**src/rtl/pwr_seq_cfg.svh**
```systemverilog
// Constants of the power-button and wake sequencer.
`ifndef PWR_SEQ_CFG_SVH
`define PWR_SEQ_CFG_SVH
`define CLK_HZ        25000000
`define SHORT_SEC     4
`define LONG_SEC      6
`define SHORT_CYC     (`SHORT_SEC * `CLK_HZ)
`define LONG_CYC      (`LONG_SEC * `CLK_HZ)
`define CNT_W         28
`define SLP_S1        3'h1
`define SLP_S3        3'h3
`define SLP_S4        3'h4
`define SLP_S5        3'h5
`endif

```
**src/rtl/pwr_seq_pkg.sv**
```systemverilog
// Types of the power-button and wake sequencer.
package pwr_seq_pkg;
  typedef enum logic [1:0]
  {
    ST_OFF   = 2'h0,
    ST_ON    = 2'h1,
    ST_SLEEP = 2'h2
  } gstate_t;
  typedef enum logic [1:0]
  {
    PR_NONE  = 2'h0,
    PR_SHORT = 2'h1,
    PR_MID   = 2'h2,
    PR_LONG  = 2'h3
  } press_t;
endpackage : pwr_seq_pkg
```
**src/rtl/press_timer.sv**
```systemverilog
// Synchroniser and press-length classifier for the power switch.
`timescale 1ns/1ps
`include "pwr_seq_cfg.svh"
module press_timer #(
  parameter logic [27:0] SHORT_CYC = 28'(`SHORT_CYC),
  parameter logic [27:0] LONG_CYC  = 28'(`LONG_CYC)
) (
  input  wire logic               clk_i,
  input  wire logic               reset_n_i,
  input  wire logic               switch_i,
  output pwr_seq_pkg::press_t     press_o,
  output logic                    long_hit_o
);
  logic [2:0]       sync_reg;
  logic             level_reg;
  logic [27:0]      cnt_reg;
  logic             fired_reg;
  wire              agree = (sync_reg[1] == sync_reg[2]);
  wire              lvl   = agree ? sync_reg[2] : level_reg;
  wire              sat   = (cnt_reg == 28'hfffffff);
  wire              hit   = level_reg && lvl && !fired_reg && (cnt_reg >= LONG_CYC);
  wire              rel   = level_reg && !lvl;
  always_ff @(posedge clk_i)
  begin
    if (!reset_n_i)
    begin
      sync_reg  <= 3'h0;
      level_reg <= 1'b0;
      cnt_reg   <= 28'h0;
      fired_reg <= 1'b0;
      press_o   <= pwr_seq_pkg::PR_NONE;
      long_hit_o <= 1'b0;
    end
    else
    begin
      sync_reg   <= {sync_reg[1:0], switch_i};
      level_reg  <= lvl;
      cnt_reg    <= lvl ? (sat ? cnt_reg : cnt_reg + 28'h1) : 28'h0;
      fired_reg  <= lvl ? (fired_reg | hit) : 1'b0;
      long_hit_o <= hit;
      if (rel && !fired_reg)
        press_o <= (cnt_reg < SHORT_CYC) ? pwr_seq_pkg::PR_SHORT : pwr_seq_pkg::PR_MID;
      else
        press_o <= pwr_seq_pkg::PR_NONE;
    end
  end
endmodule : press_timer

```
**src/rtl/pwr_seq.sv**
```systemverilog
// Global and sleeping power-state controller with wake source gating.
`timescale 1ns/1ps
`include "pwr_seq_cfg.svh"
module pwr_seq #(
  parameter logic [27:0] SHORT_CYC = 28'(`SHORT_CYC),
  parameter logic [27:0] LONG_CYC  = 28'(`LONG_CYC)
) (
  input  wire logic         clk_i,
  input  wire logic         reset_n_i,
  input  wire logic         switch_i,
  input  wire logic         rtc_wake_i,
  input  wire logic         lan_wake_i,
  input  wire logic         usb_wake_i,
  input  wire logic         pme_n_i,
  input  wire logic         wake_n_i,
  input  wire logic         cir_wake_i,
  input  wire logic         pme_enable_i,
  input  wire logic         sw_sleep_req_i,
  input  wire logic [2:0]   sw_sleep_state_i,
  input  wire logic         sw_off_req_i,
  input  wire logic         last_on_i,
  output logic [1:0]        gstate_o,
  output logic [2:0]        sleep_state_o,
  output logic              main_power_o,
  output logic              cpu_stop_o,
  output logic              wake_event_o
);
  pwr_seq_pkg::gstate_t  st_reg;
  pwr_seq_pkg::gstate_t  st_next;
  logic [2:0]            slp_reg;
  logic [2:0]            slp_next;
  logic                  boot_reg;
  logic [6:0]            sync1_reg;
  logic [6:0]            sync2_reg;
  logic [6:0]            sync3_reg;
  logic [6:0]            src_reg;
  pwr_seq_pkg::press_t   press;
  logic                  long_hit;

  press_timer #(
    .SHORT_CYC (SHORT_CYC),
    .LONG_CYC  (LONG_CYC)
  ) u_press (
    .clk_i      (clk_i),
    .reset_n_i  (reset_n_i),
    .switch_i   (switch_i),
    .press_o    (press),
    .long_hit_o (long_hit)
  );

  // Wake sources are pins, so each gets the three-stage agreement filter.
  // Bit map: 1 RTC, 2 LAN, 3 USB, 4 conventional PCI PME, 5 PCI Express wake, 6 IR.
  wire [6:0] raw = {cir_wake_i, !wake_n_i, !pme_n_i, usb_wake_i, lan_wake_i, rtc_wake_i, 1'b0};
  wire [6:0] agree = ~(sync2_reg ^ sync3_reg);
  wire [6:0] src_lvl = (agree & sync3_reg) | (~agree & src_reg);
  wire [6:0] src_rise = src_lvl & ~src_reg;

  function automatic logic is_slp(input logic [2:0] s, input logic [2:0] v);
    is_slp = (s == v);
  endfunction : is_slp

  wire s1 = is_slp(slp_reg, `SLP_S1);
  wire s3 = is_slp(slp_reg, `SLP_S3);
  wire s4 = is_slp(slp_reg, `SLP_S4);
  wire s5 = is_slp(slp_reg, `SLP_S5);
  wire any_slp = s1 | s3 | s4 | s5;
  wire pme_ok = src_rise[4] && pme_enable_i;
  wire usb_ok = src_rise[3] && (s1 | s3);
  wire cir_ok = src_rise[6] && (s3 | s4 | s5);
  wire wake_hit = (any_slp && (src_rise[1] | src_rise[2] | src_rise[5] | pme_ok)) | usb_ok
                  | cir_ok;
  wire sw_slp_ok = is_slp(sw_sleep_state_i, `SLP_S1) | is_slp(sw_sleep_state_i, `SLP_S3)
                   | is_slp(sw_sleep_state_i, `SLP_S4);
  wire short_p = (press == pwr_seq_pkg::PR_SHORT);

  always_comb
  begin
    st_next  = st_reg;
    slp_next = slp_reg;
    case (st_reg)
      pwr_seq_pkg::ST_OFF:
      begin
        if (short_p || wake_hit)
        begin
          st_next  = pwr_seq_pkg::ST_ON;
          slp_next = 3'h0;
        end
      end
      pwr_seq_pkg::ST_ON:
      begin
        if (long_hit || sw_off_req_i)
        begin
          st_next  = pwr_seq_pkg::ST_OFF;
          slp_next = `SLP_S5;
        end
        else if (short_p)
        begin
          st_next  = pwr_seq_pkg::ST_SLEEP;
          slp_next = `SLP_S3;
        end
        else if (sw_sleep_req_i && sw_slp_ok)
        begin
          st_next  = pwr_seq_pkg::ST_SLEEP;
          slp_next = sw_sleep_state_i;
        end
      end
      pwr_seq_pkg::ST_SLEEP:
      begin
        if (long_hit)
        begin
          st_next  = pwr_seq_pkg::ST_OFF;
          slp_next = `SLP_S5;
        end
        else if (short_p || wake_hit)
        begin
          st_next  = pwr_seq_pkg::ST_ON;
          slp_next = 3'h0;
        end
      end
      default:
      begin
        st_next  = pwr_seq_pkg::ST_OFF;
        slp_next = `SLP_S5;
      end
    endcase
  end

  always_ff @(posedge clk_i)
  begin
    if (!reset_n_i)
    begin
      st_reg       <= pwr_seq_pkg::ST_OFF;
      slp_reg      <= `SLP_S5;
      boot_reg     <= 1'b1;
      sync1_reg    <= 7'h0;
      sync2_reg    <= 7'h0;
      sync3_reg    <= 7'h0;
      src_reg      <= 7'h0;
      wake_event_o <= 1'b0;
    end
    else
    begin
      sync1_reg    <= raw;
      sync2_reg    <= sync1_reg;
      sync3_reg    <= sync2_reg;
      // Edge register starts from zero, so sources high at boot are taken as fresh wakes.
      src_reg      <= boot_reg ? 7'h0 : src_lvl;
      boot_reg     <= 1'b0;
      // In sleep, a long hold in the same cycle wins, so that wake is not reported as taken.
      wake_event_o <= !boot_reg && wake_hit && (st_reg != pwr_seq_pkg::ST_ON)
                      && (st_next == pwr_seq_pkg::ST_ON);
      if (boot_reg)
      begin
        st_reg  <= last_on_i ? pwr_seq_pkg::ST_ON : pwr_seq_pkg::ST_OFF;
        slp_reg <= last_on_i ? 3'h0 : `SLP_S5;
      end
      else
      begin
        st_reg  <= st_next;
        slp_reg <= slp_next;
      end
    end
  end

  assign gstate_o      = st_reg;
  assign sleep_state_o = slp_reg;
  assign main_power_o  = (st_reg == pwr_seq_pkg::ST_ON) || s1;
  assign cpu_stop_o    = s1;
endmodule : pwr_seq

```
**config.mk**
```make
export PLATFORM = sky130hd
export DESIGN_NAME = pwr_seq
export DESIGN_NICKNAME = d
export VERILOG_FILES = /design/src/rtl/pwr_seq_pkg.sv /design/src/rtl/press_timer.sv /design/src/rtl/pwr_seq.sv
export VERILOG_INCLUDE_DIRS = /design/src /design/src/rtl
export SDC_FILE = /design/constraint.sdc
export NUM_CORES = 1
export LEC_CHECK = 0
export ABC_AREA = 1
export BUFFER_PORTS_ARGS = -buffer_cell sky130_fd_sc_hd__buf_2
export CORE_ASPECT_RATIO = 0.5
export CORE_MARGIN = 2
export CORE_UTILIZATION = 60
export CTS_CLUSTER_DIAMETER = 50
export DETAILED_ROUTE_END_ITERATION = 12
export PLACE_DENSITY = 0.79
export RECOVER_POWER = 50
export SETUP_SLACK_MARGIN = 0.1
export SLEW_MARGIN = 0
export SYNTH_ARGS = -nofsm -noshare
export SYNTH_HDL_FRONTEND = slang
export SYNTH_HIERARCHICAL = 1
export SYNTH_SLANG_ARGS = --single-unit
```
**constraint.sdc**
```tcl
create_clock -name clk_i -period 2.8 [get_ports clk_i]
set_input_delay 0.28 -clock clk_i [delete_from_list [all_inputs] [get_ports clk_i]]
set_output_delay 0.28 -clock clk_i [all_outputs]
set_load 0.1 [all_outputs]
```
==> impl_metrics.py, run 1 <==
metrics = {
    "sta": {
        "setup_ws_ns": 0.938,
        "setup_tns_ns": 0,
        "setup_viol_count_final": 0,
        "tightest_slew_ns": 1.16,
        "hold_violations": 0,
        "max_freq_ghz": 0.537,
        "slew_headroom": 0.231,
        "finalMaxSlewViolations": 0,
        "post-route-period-util": 0.665,
        "finClkSkew_ns": 0.00641,
        "whs_ns": 0.0997,
        "rsz0062_at_grt": "false",
        "period_minus_slack_ns": 1.86,
    },
    "grt": {
        "grt_antenna_before_repair": 0,
        "grt_first_pass_wirelength_um": 11700,
        "grt_start_max_net_pins": 26,
        "grtUsageTotal": 0.244,
        "first_global_vias": 2674,
        "gr-total-overflow": 0,
    },
    "placement": {
        "hpwl_um": 5010,
        "pre_cts_slack_ns": 1.06,
        "portBuffers": 23,
        "gp_congestion": 0.963,
    },
    "route": {
        "drt-met1-wl_um": 3470,
        "dr_wl_met3_um": 344,
        "routed_wirelength_um": 7200,
        "top_layer_used": "met4",
        "drt_iter0_markers": 221,
        "num_vias": 3111,
        "wl_met2_um": 3310,
        "drt-vias-per-instance": 5.03,
        "firstDrtPassIters": 5,
        "wire_per_inst_um": 11.6,
        "ant_nets": 0,
        "remaining_drc_errors": 0,
    },
    "min_path": {
        "hold_depth": 2,
        "whs_endpoint": "sync1_reg[4]",
        "min_path_type": "in -> reg",
        "min-delay-start": "pme_n_i",
    },
    "worst_setup_path": {
        "crit_buf_inv": 3,
        "cp_top_family": "buffers and inverters",
        "worstSetupPathType": "in -> reg",
        "cp.required_ns": 3.07,
        "cp_slowest_cell": "clkbuf_1",
        "worstPathArrival_ns": 2.13,
        "cp-start-kind": "input pin",
        "end_kind": "register",
        "timing.rr.end": "u_press/cnt_reg[1]",
        "crit_path_max_fanout": 22,
        "worstRegToRegCells": 10,
        "critPathMaxStageDelay_ns": 0.65,
        "startpoint": "reset_n_i",
        "path_cells": "clkbuf_1 -> inv_1 -> nor2_1 -> inv_1 -> nor2_1 -> and3_1",
        "r2r_start": "u_press/cnt_reg[0]",
        "regToRegSetupSlack_ns": 1.01,
    },
    "yosys": {
        "synthFlopType": "dfxtp_1",
        "syn_area_um2": 3380,
        "synth.distinct_cells": 32,
        "ys_top_cells_by_area": "dfxtp_1 40%, nand2_1 17%, inv_1 8.5%",
        "synth.avg_cell_area_um2": 6.61,
        "synth-seq-cells": 67,
        "synth_top_area_share": 0.396,
        "yosysSeqAreaShare": 0.396,
        "syn-num-nets": 530,
        "synth_edf_count": 0,
        "yosys.area.top_type": "dfxtp_1",
        "async_reset_ff_frac": 0,
        "synth.yosys.warnings": 6,
        "synthCells": 512,
    },
    "clock_network": {
        "cts_root_buf": "clkbuf_16",
        "cts_hold_buf": 0,
        "cts_tree": "built",
        "clkTransAtPathRegs_ns": 0.06,
        "cts_setup_buffers": 0,
        "h-tree-depth": 3,
        "clk-insertion-delay-late_ns": 0.33,
        "clock_sinks": 67,
        "cts-buffers-inserted": 9,
        "cts_resized": 0,
        "clockBufferDepth": 2,
    },
    "finish": {
        "n_antenna_cell": 0,
        "largest_reg_flops": 28,
        "area_growth_syn_to_layout_pct": 14.5,
        "nets": 559,
        "final_common_cell": "nand2_1",
        "layout_common_cells": "150 x nand2_1, 78 x inv_1, 76 x nor2_1, 67 x dfxtp_1, 25 x nand3_1",
        "fillers": 450,
        "drive_gt1_frac": 0.128,
    },
    "floorplan": {
        "coreArea_um2": 5470,
        "start_util": 0.619,
        "dieArea_um2": 6290,
        "io_pins": 24,
        "num_rows": 19,
        "die_w_um": 110,
        "die_y_um": 57.1,
    },
    "run_status": {
        "outcome": "finished clean",
    },
    "power": {
        "power_density_nw_per_um2": 586,
        "vdd_drop_max_v": 0.000487,
        "p_leak_uw": 0.00184,
    },
    "flow_run": {
        "maxCapViolCount": 0,
    },
}
==> final cells by class <==
class | instances | area (um2) | share of cell area
Sequential cell | 67 | 1340 | 0.346
Clock buffer | 11 | 253 | 0.0652
Inverter | 84 | 315 | 0.0814
Multi-Input combinational cell | 355 | 1690 | 0.437
Clock inverter | 5 | 58.8 | 0.0152
Tap cell | 73 | 91.3 | 0.0236
Timing Repair Buffer | 24 | 120 | 0.0310
==> Yosys cell counts (all sizes together) (3+ instances only) <==
cell type	instances
a31oi	8
buf	4
dfxtp	67
nand2	156
nor2	89
xor2	4
or2	4
nor3	3
nand3b	8
a21oi	22
nand3	27
inv	84
nand4	9
o21ai	18
==> logic make-up (layout without fill, tap and decap cells) <==
group                    Yosys count  in the layout  share of synthesized area
flip-flops                        67             67                      0.396
XOR/XNOR                           6              6                     0.0155
AND/OR/NAND/NOR                  298            298                      0.399
AO/OA/AOI/OAI                     49             49                     0.0773
buffers and inverters             90            124                      0.105
adder cells (fa/ha/maj)            2              2                    0.00739
==> worst register-to-register path: stages, from the launching register on <==
cell and delay (ns):
dfxtp_1 0.41, ha_1 0.28, inv_2 0.09, nor2_8 0.17, nand2_4 0.09, nor2_4 0.17, nand2_1 0.10, nor2_2 0.16
inv_1 0.08, nor2_1 0.09, nor2_1 0.05
==> worst max path at each step <==
stage / to / slack [ns] / cells after the start
after floorplan: main_power_o / 0.48 / 2
after global placement: u_press/cnt_reg[0] / 1.09 / 10
after detailed placement: u_press/cnt_reg[1] / 1.06 / 10
after CTS: main_power_o / 0.99 / 5
after global routing: wake_event_o / 0.78 / 6
final: wake_event_o / 0.94 / 6
==> metal layers <==
| metal | GRT usage | up-vias |
|---|---|---|
| li1 | - | 1638 |
| met1 | 0.305 | 1391 |
| met2 | 0.410 | 73 |
| met3 | 0.0754 | 9 |
| met4 | 0.0714 | 0 |
| met5 | 0 | - |
==> through the flow <==
stage                     power (uW)  instance area, um2  utilization  instances
after floorplan                 1110                3390            -        512
after global placement          1140                3560        0.652        603
after detailed placement        1140                3560        0.652        603
after CTS                       2290                3880        0.709        619
after global routing            2350                3870        0.708        619
final                           2270                3870        0.708        619
==> power by group <==
part / switching (uW) / internal, uW / leakage [uW] / total, uW
sequential: 13.0 / 971 / 0.000544 / 984
clock: 409 / 738 / 0.000148 / 1150
combinational: 104 / 35.1 / 0.00115 / 139
No activity file was read; power rests on OpenSTA's default activity.
==> inputs of run 2 (changes only) <==
ABC_AREA = 0   (was 1)
CORE_UTILIZATION = 59   (was 60)
clock period = 1.8 ns   (was 2.8 ns; I/O delays follow)
==> run 2 against run 1 <==
The flow now finishes with violations (setup timing). Largest power group is now registers. Highest routed layer unchanged. Clock skew up 0.0016 ns. Critical path depth is the same. Critical path type is now reg -> reg. Total power grew 35%.
==> impl_metrics.py, run 2 <==
metrics = {
    "power": {
        "vdd_drop_max_v": 0.000462,
        "p_leak_uw": 0.00144,
        "power_density_nw_per_um2": 776,
    },
    "sta": {
        "tightest_slew_ns": 0.492,
        "finClkSkew_ns": 0.00799,
        "finalMaxSlewViolations": 0,
        "setup_tns_ns": -0.108,
        "post-route-period-util": 1.01,
        "hold_violations": 0,
        "whs_ns": 0.0212,
        "setup_ws_ns": -0.0215,
        "period_minus_slack_ns": 1.82,
        "max_freq_ghz": 0.549,
        "rsz0062_at_grt": "true",
        "setup_viol_count_final": 10,
        "slew_headroom": 0.675,
    },
    "clock_network": {
        "clk-insertion-delay-late_ns": 0.37,
        "clock_sinks": 67,
        "cts_root_buf": "clkbuf_8",
        "clockBufferDepth": 2,
        "cts_tree": "built",
        "cts-buffers-inserted": 9,
        "clkTransAtPathRegs_ns": 0.08,
        "h-tree-depth": 3,
    },
    "flow_run": {
        "maxCapViolCount": 0,
    },
    "worst_setup_path": {
        "worstPathArrival_ns": 2.09,
        "worstRegToRegCells": 6,
        "worst-path-stages": 6,
        "crit_path_max_fanout": 6,
        "cp_slowest_cell": "or4_4",
        "crit_top_cell": "nand4_1",
        "critPathMaxStageDelay_ns": 0.53,
        "path_cells": "nand4_1 -> or4_4 -> nor3_2 -> buf_4 -> nand4_1 -> a221oi_2",
        "worstSetupPathType": "reg -> reg",
        "cp-start-kind": "register",
        "crit_buf_inv": 1,
        "end_kind": "register",
        "cp_top_family": "simple AND/OR/NAND/NOR gates",
        "cp.required_ns": 2.07,
    },
    "finish": {
        "final_common_cell": "dfxtp_1",
        "fillers": 327,
        "drive_gt1_frac": 0.325,
        "largest_reg_flops": 28,
        "regArea_um2": 1380,
        "multiInputGateArea_um2": 1710,
        "area_growth_syn_to_layout_pct": 32.1,
        "n_antenna_cell": 0,
        "finalNonFillerCells": 488,
        "nets": 431,
        "layout_common_cells": "52 x dfxtp_1, 43 x buf_4, 31 x a21oi_1, 26 x nand2_1, 23 x and2_1",
    },
    "route": {
        "firstDrtPassIters": 5,
        "num_vias": 2938,
        "remaining_drc_errors": 0,
        "ant_nets": 0,
        "drt-vias-per-instance": 6.02,
        "drt_iter0_markers": 312,
        "routed_wirelength_um": 7870,
        "wire_per_inst_um": 16.1,
    },
    "grt": {
        "gr-total-overflow": 0,
        "first_global_vias": 2712,
        "grt_antenna_before_repair": 0,
        "grt_first_pass_wirelength_um": 12000,
        "grtUsageTotal": 0.271,
        "grt_start_max_net_pins": 27,
    },
    "floorplan": {
        "start_util": 0.610,
        "dieArea_um2": 5690,
        "die_y_um": 54.4,
        "die_w_um": 105,
        "num_rows": 18,
        "io_pins": 24,
        "coreArea_um2": 4910,
    },
    "yosys": {
        "synth.distinct_cells": 56,
        "synth.avg_cell_area_um2": 8.73,
        "yosysSeqAreaShare": 0.448,
        "ys_top_cells_by_count": "67 x dfxtp_1, 32 x a21oi_1, 26 x nand2_1",
        "synthFlopType": "dfxtp_1",
        "synth-seq-cells": 67,
        "yosys.area.top_type": "dfxtp_1",
        "synth_top_area_share": 0.448,
        "synth_edf_count": 0,
        "syn_area_um2": 2990,
        "async_reset_ff_frac": 0,
        "synth.yosys.warnings": 6,
        "synthCells": 343,
        "syn-num-nets": 361,
        "yosysMostFrequentCell": "dfxtp_1",
        "ys_top_cells_by_area": "dfxtp_1 45%, a21oi_1 5.4%, and2_1 4.8%",
    },
    "run_status": {
        "outcome": "finished, violations left",
        "violations": "setup timing",
    },
    "min_path": {
        "min_path_type": "in -> reg",
        "hold_depth": 2,
    },
    "placement": {
        "gp_congestion": 0.897,
        "portBuffers": 23,
        "hpwl_um": 4800,
        "dp_cells": 463,
    },
}
run 2: report_power, final:
group / total (uW) / internal, uW / switching (uW) / leakage [uW]
registers: 1520 / 1500 / 20.9 / 0.000552
logic: 219 / 72.3 / 147 / 0.000782
clock network: 1320 / 662 / 662 / 0.000106
total: 3070 / 2240 / 829 / 0.00144
run 2: per-layer routing:
metal / global-route usage / vias up / share of wire
met1: 0.300 / 1399 / 0.41
li1: - / 1381 / -
met5: 0 / - / 0
met3: 0.0786 / 39 / 0.059
met2: 0.511 / 119 / 0.50
met4: 0.118 / 0 / 0.036
run 2: final timing paths:
kind | startpoint | to | slack [ns]
setup / recovery | u_press/cnt_reg[10] | u_press/cnt_reg[26] | -0.02
hold / removal | switch_i | u_press/sync_reg[0] | 0.02
setup reg to reg | u_press/cnt_reg[10] | u_press/cnt_reg[26] | -0.02
hold reg to reg | sync1_reg[4] | sync2_reg[4] | 0.43
run 2: what timing repair did:
item	CTS	global route
hold buffers	2	0
setup buffers	2	5
hold endpoints to repair	2	0
resized for setup	15	28
cloned	0	1
pin swaps	8	18
endpoints found under the setup margin	28	30
run 2: layout make-up:
cell class / count / area share
clock buffers: 9 / 0.0313
clock inverters: 7 / 0.0203
inverters: 13 / 0.0123
multi-input cells: 250 / 0.434
flip-flops and latches: 67 / 0.348
well taps: 70 / 0.0222
repair buffers: 72 / 0.133
run 2: metrics by stage:
step	cell area [um2]	setup slack, ns	utilization	total power [uW]
after global placement	3500	-0.0982	0.712	1750
after CTS	3810	0.0107	0.777	3060
after global routing	3950	-0.124	0.805	3150
after floorplan	3070	-0.0652	-	1710
after detailed placement	3500	-0.169	0.712	1760
final	3950	-0.0215	0.805	3070
run 2: cell families (layout without fill, tap and decap cells):
group | after synthesis | after routing | share of synthesized area
simple gates | 149 | 149 | 0.282
fa+ha+maj | 3 | 3 | 0.0117
compound gates | 87 | 87 | 0.184
buf+inv | 26 | 101 | 0.0406
xor+xnor | 9 | 9 | 0.0263
mux | 2 | 2 | 0.00669
flops | 67 | 67 | 0.448
==> inputs of run 3 (changes only) <==
CORE_UTILIZATION = 35   (was 59)
PLACE_DENSITY = not set   (was 0.79)
==> run 3 against run 2 <==
The flow still finishes with violations (setup timing). Clock power grew 46%. Die area grew 64%. Non-clock buffer count shrank 3. Flip-flop and latch count is the same. Register-to-register slack lost 0.03 ns. Maximum frequency shrank 1.5%. First-iteration DRC count shrank 56%. Worst setup slack lost 0.027 ns.
==> impl_metrics.py, run 3 (synthesized netlist as in run 2, its figures left out) <==
metrics = {
    "route": {
        "drt-vias-per-instance": 5.20,
        "routed_wirelength_um": 7040,
        "drt_iter0_markers": 136,
        "ant_nets": 0,
        "num_vias": 2736,
        "remaining_drc_errors": 0,
        "firstDrtPassIters": 5,
        "wire_per_inst_um": 13.4,
    },
    "floorplan": {
        "dieArea_um2": 9350,
        "coreArea_um2": 8140,
        "die_y_um": 69.4,
        "num_rows": 23,
        "die_w_um": 135,
        "io_pins": 24,
        "start_util": 0.367,
    },
    "worst_setup_path": {
        "cp_slowest_cell": "or4_4",
        "path_cells": "nand4_4 -> or4_4 -> buf_8 -> or4_4 -> xor2_2 -> a21oi_2",
        "regToRegSetupSlack_ns": -0.05,
        "cp-start-kind": "register",
        "worstSetupPathType": "reg -> reg",
        "end_kind": "register",
        "crit_top_cell": "or4_4",
        "timing.rr.end": "u_press/cnt_reg[25]",
        "critPathMaxStageDelay_ns": 0.49,
        "worstRegToRegCells": 6,
        "cp.required_ns": 2.01,
        "worstPathArrival_ns": 2.06,
        "crit_path_max_fanout": 8,
        "r2r_start": "u_press/cnt_reg[2]",
    },
    "sta": {
        "post-route-period-util": 1.03,
        "setup_viol_count_final": 17,
        "tightest_slew_ns": 0.492,
        "rsz0062_at_grt": "true",
        "setup_tns_ns": -0.371,
        "hold_violations": 0,
        "max_freq_ghz": 0.541,
        "slew_headroom": 0.674,
        "finClkSkew_ns": 0.00625,
        "period_minus_slack_ns": 1.85,
        "setup_ws_ns": -0.0486,
        "finalMaxSlewViolations": 0,
    },
    "clock_network": {
        "clkTransAtPathRegs_ns": 0.05,
        "cts_tree": "built",
        "h-tree-depth": 3,
        "clk-insertion-delay-late_ns": 0.33,
        "cts_root_buf": "clkbuf_16",
        "clockBufferDepth": 2,
        "cts-buffers-inserted": 9,
        "clock_sinks": 67,
    },
    "min_path": {
        "hold_depth": 2,
        "min-delay-start": "wake_n_i",
        "min_path_type": "in -> reg",
        "whs_endpoint": "sync1_reg[5]",
    },
    "power": {
        "power_density_nw_per_um2": 896,
        "p_sw_uw": 803,
        "p_leak_uw": 0.00147,
        "p_comb_frac": 0.059,
        "vdd_drop_max_v": 0.000571,
        "finalPower_uw": 3670,
        "pwr-share-clk": 0.525,
        "netSwitchingFraction": 0.218,
        "intPower_uw": 2870,
        "seqPwrFrac": 0.416,
    },
    "grt": {
        "first_global_vias": 2663,
        "grt_first_pass_wirelength_um": 11900,
        "gr-total-overflow": 0,
        "grtUsageTotal": 0.160,
        "grt_start_max_net_pins": 27,
        "grt_antenna_before_repair": 0,
    },
    "finish": {
        "n_antenna_cell": 0,
        "area_growth_syn_to_layout_pct": 37.1,
        "layout_common_cells": "52 x dfxtp_1, 40 x buf_4, 32 x a21oi_1, 26 x nand2_1",
        "drive_gt1_frac": 0.302,
        "final_common_cell": "dfxtp_1",
        "largest_reg_flops": 28,
        "nets": 428,
    },
    "placement": {
        "portBuffers": 23,
        "hpwl_um": 4930,
        "gp_congestion": 0.845,
    },
    "flow_run": {
        "maxCapViolCount": 0,
    },
    "run_status": {
        "outcome": "finished, violations left",
        "violations": "setup timing",
    },
}
## run 3: cell types whose count changed in the layout (fill, tap and decap cells not counted), sizes merged
cell         before  now
clkinv            1    0
inv              18   15
buf              70   67
clkinvlp          0    1
dlygate4sd3       2    1
clkbuf            9   11
bufinv            1    2
## run 3: power by group through the flow
stage	sequential, uW	combinational [uW]	clock [uW]
after floorplan	1600	110	0
after global placement	1560	211	0
after detailed placement	1560	213	0
after CTS	1530	217	1970
after global routing	1530	231	2050
final	1530	217	1930
## run 3: worst max-delay path by stage
stage                       start  slack, ns  cells past startpoint                   to
5_1_grt        u_press/cnt_reg[5]      -0.14                      7  u_press/cnt_reg[15]
3_5_place_dp   u_press/cnt_reg[2]      -0.07                      6  u_press/cnt_reg[25]
4_1_cts        u_press/cnt_reg[2]      -0.07                      6  u_press/cnt_reg[25]
3_3_place_gp   u_press/cnt_reg[5]      -0.06                      6  u_press/cnt_reg[25]
2_1_floorplan  u_press/cnt_reg[2]      -0.07                      7  u_press/cnt_reg[23]
6_report       u_press/cnt_reg[2]      -0.05                      6  u_press/cnt_reg[25]
## run 3: per-stage QoR
stage	area, um2	cells	util	hold WS, ns	setup slack (ns)
after CTS	4000	525	0.491	0.00272	-0.0739
final	4100	526	0.504	0.0136	-0.0486
after global routing	4100	526	0.504	0.00325	-0.142
after floorplan	3070	343	-	0.252	-0.0652
after detailed placement	3560	505	0.438	0.346	-0.0699
after global placement	3560	505	0.438	0.348	-0.0596
## run 3: routing by layer
metal	GRT usage	part of all wire
met5	0	0
met4	0.0655	0.019
met3	0.0651	0.043
met2	0.272	0.50
met1	0.179	0.44
## run 3: area by class of cell
cell class	count	area (um2)
clock inverter	5	82.6
timing repair buffer	69	499
sequential	67	1380
tap	112	140
fill	766	4040
inverter	13	48.8
multi-input combinational	250	1710
clock buffer	10	250
## run 3: what timing repair did
action,in CTS,in global routing
pin swaps,6,8
gates cloned,1,0
setup buffers,3,1
hold endpoints to repair,1,0
resized for setup,13,22
hold buffers,1,0
endpoints found under the setup margin,26,31
## run 3: critical path, delay by kind of cell, from the launching register on
family                    cells  cell delay, ns
and+or+nand+nor               3            1.02
DFF                           1            0.35
buffers and inverters         1            0.16
xor gates and xnor gates      1            0.14
AOI/OAI and AO/OA             1            0.06
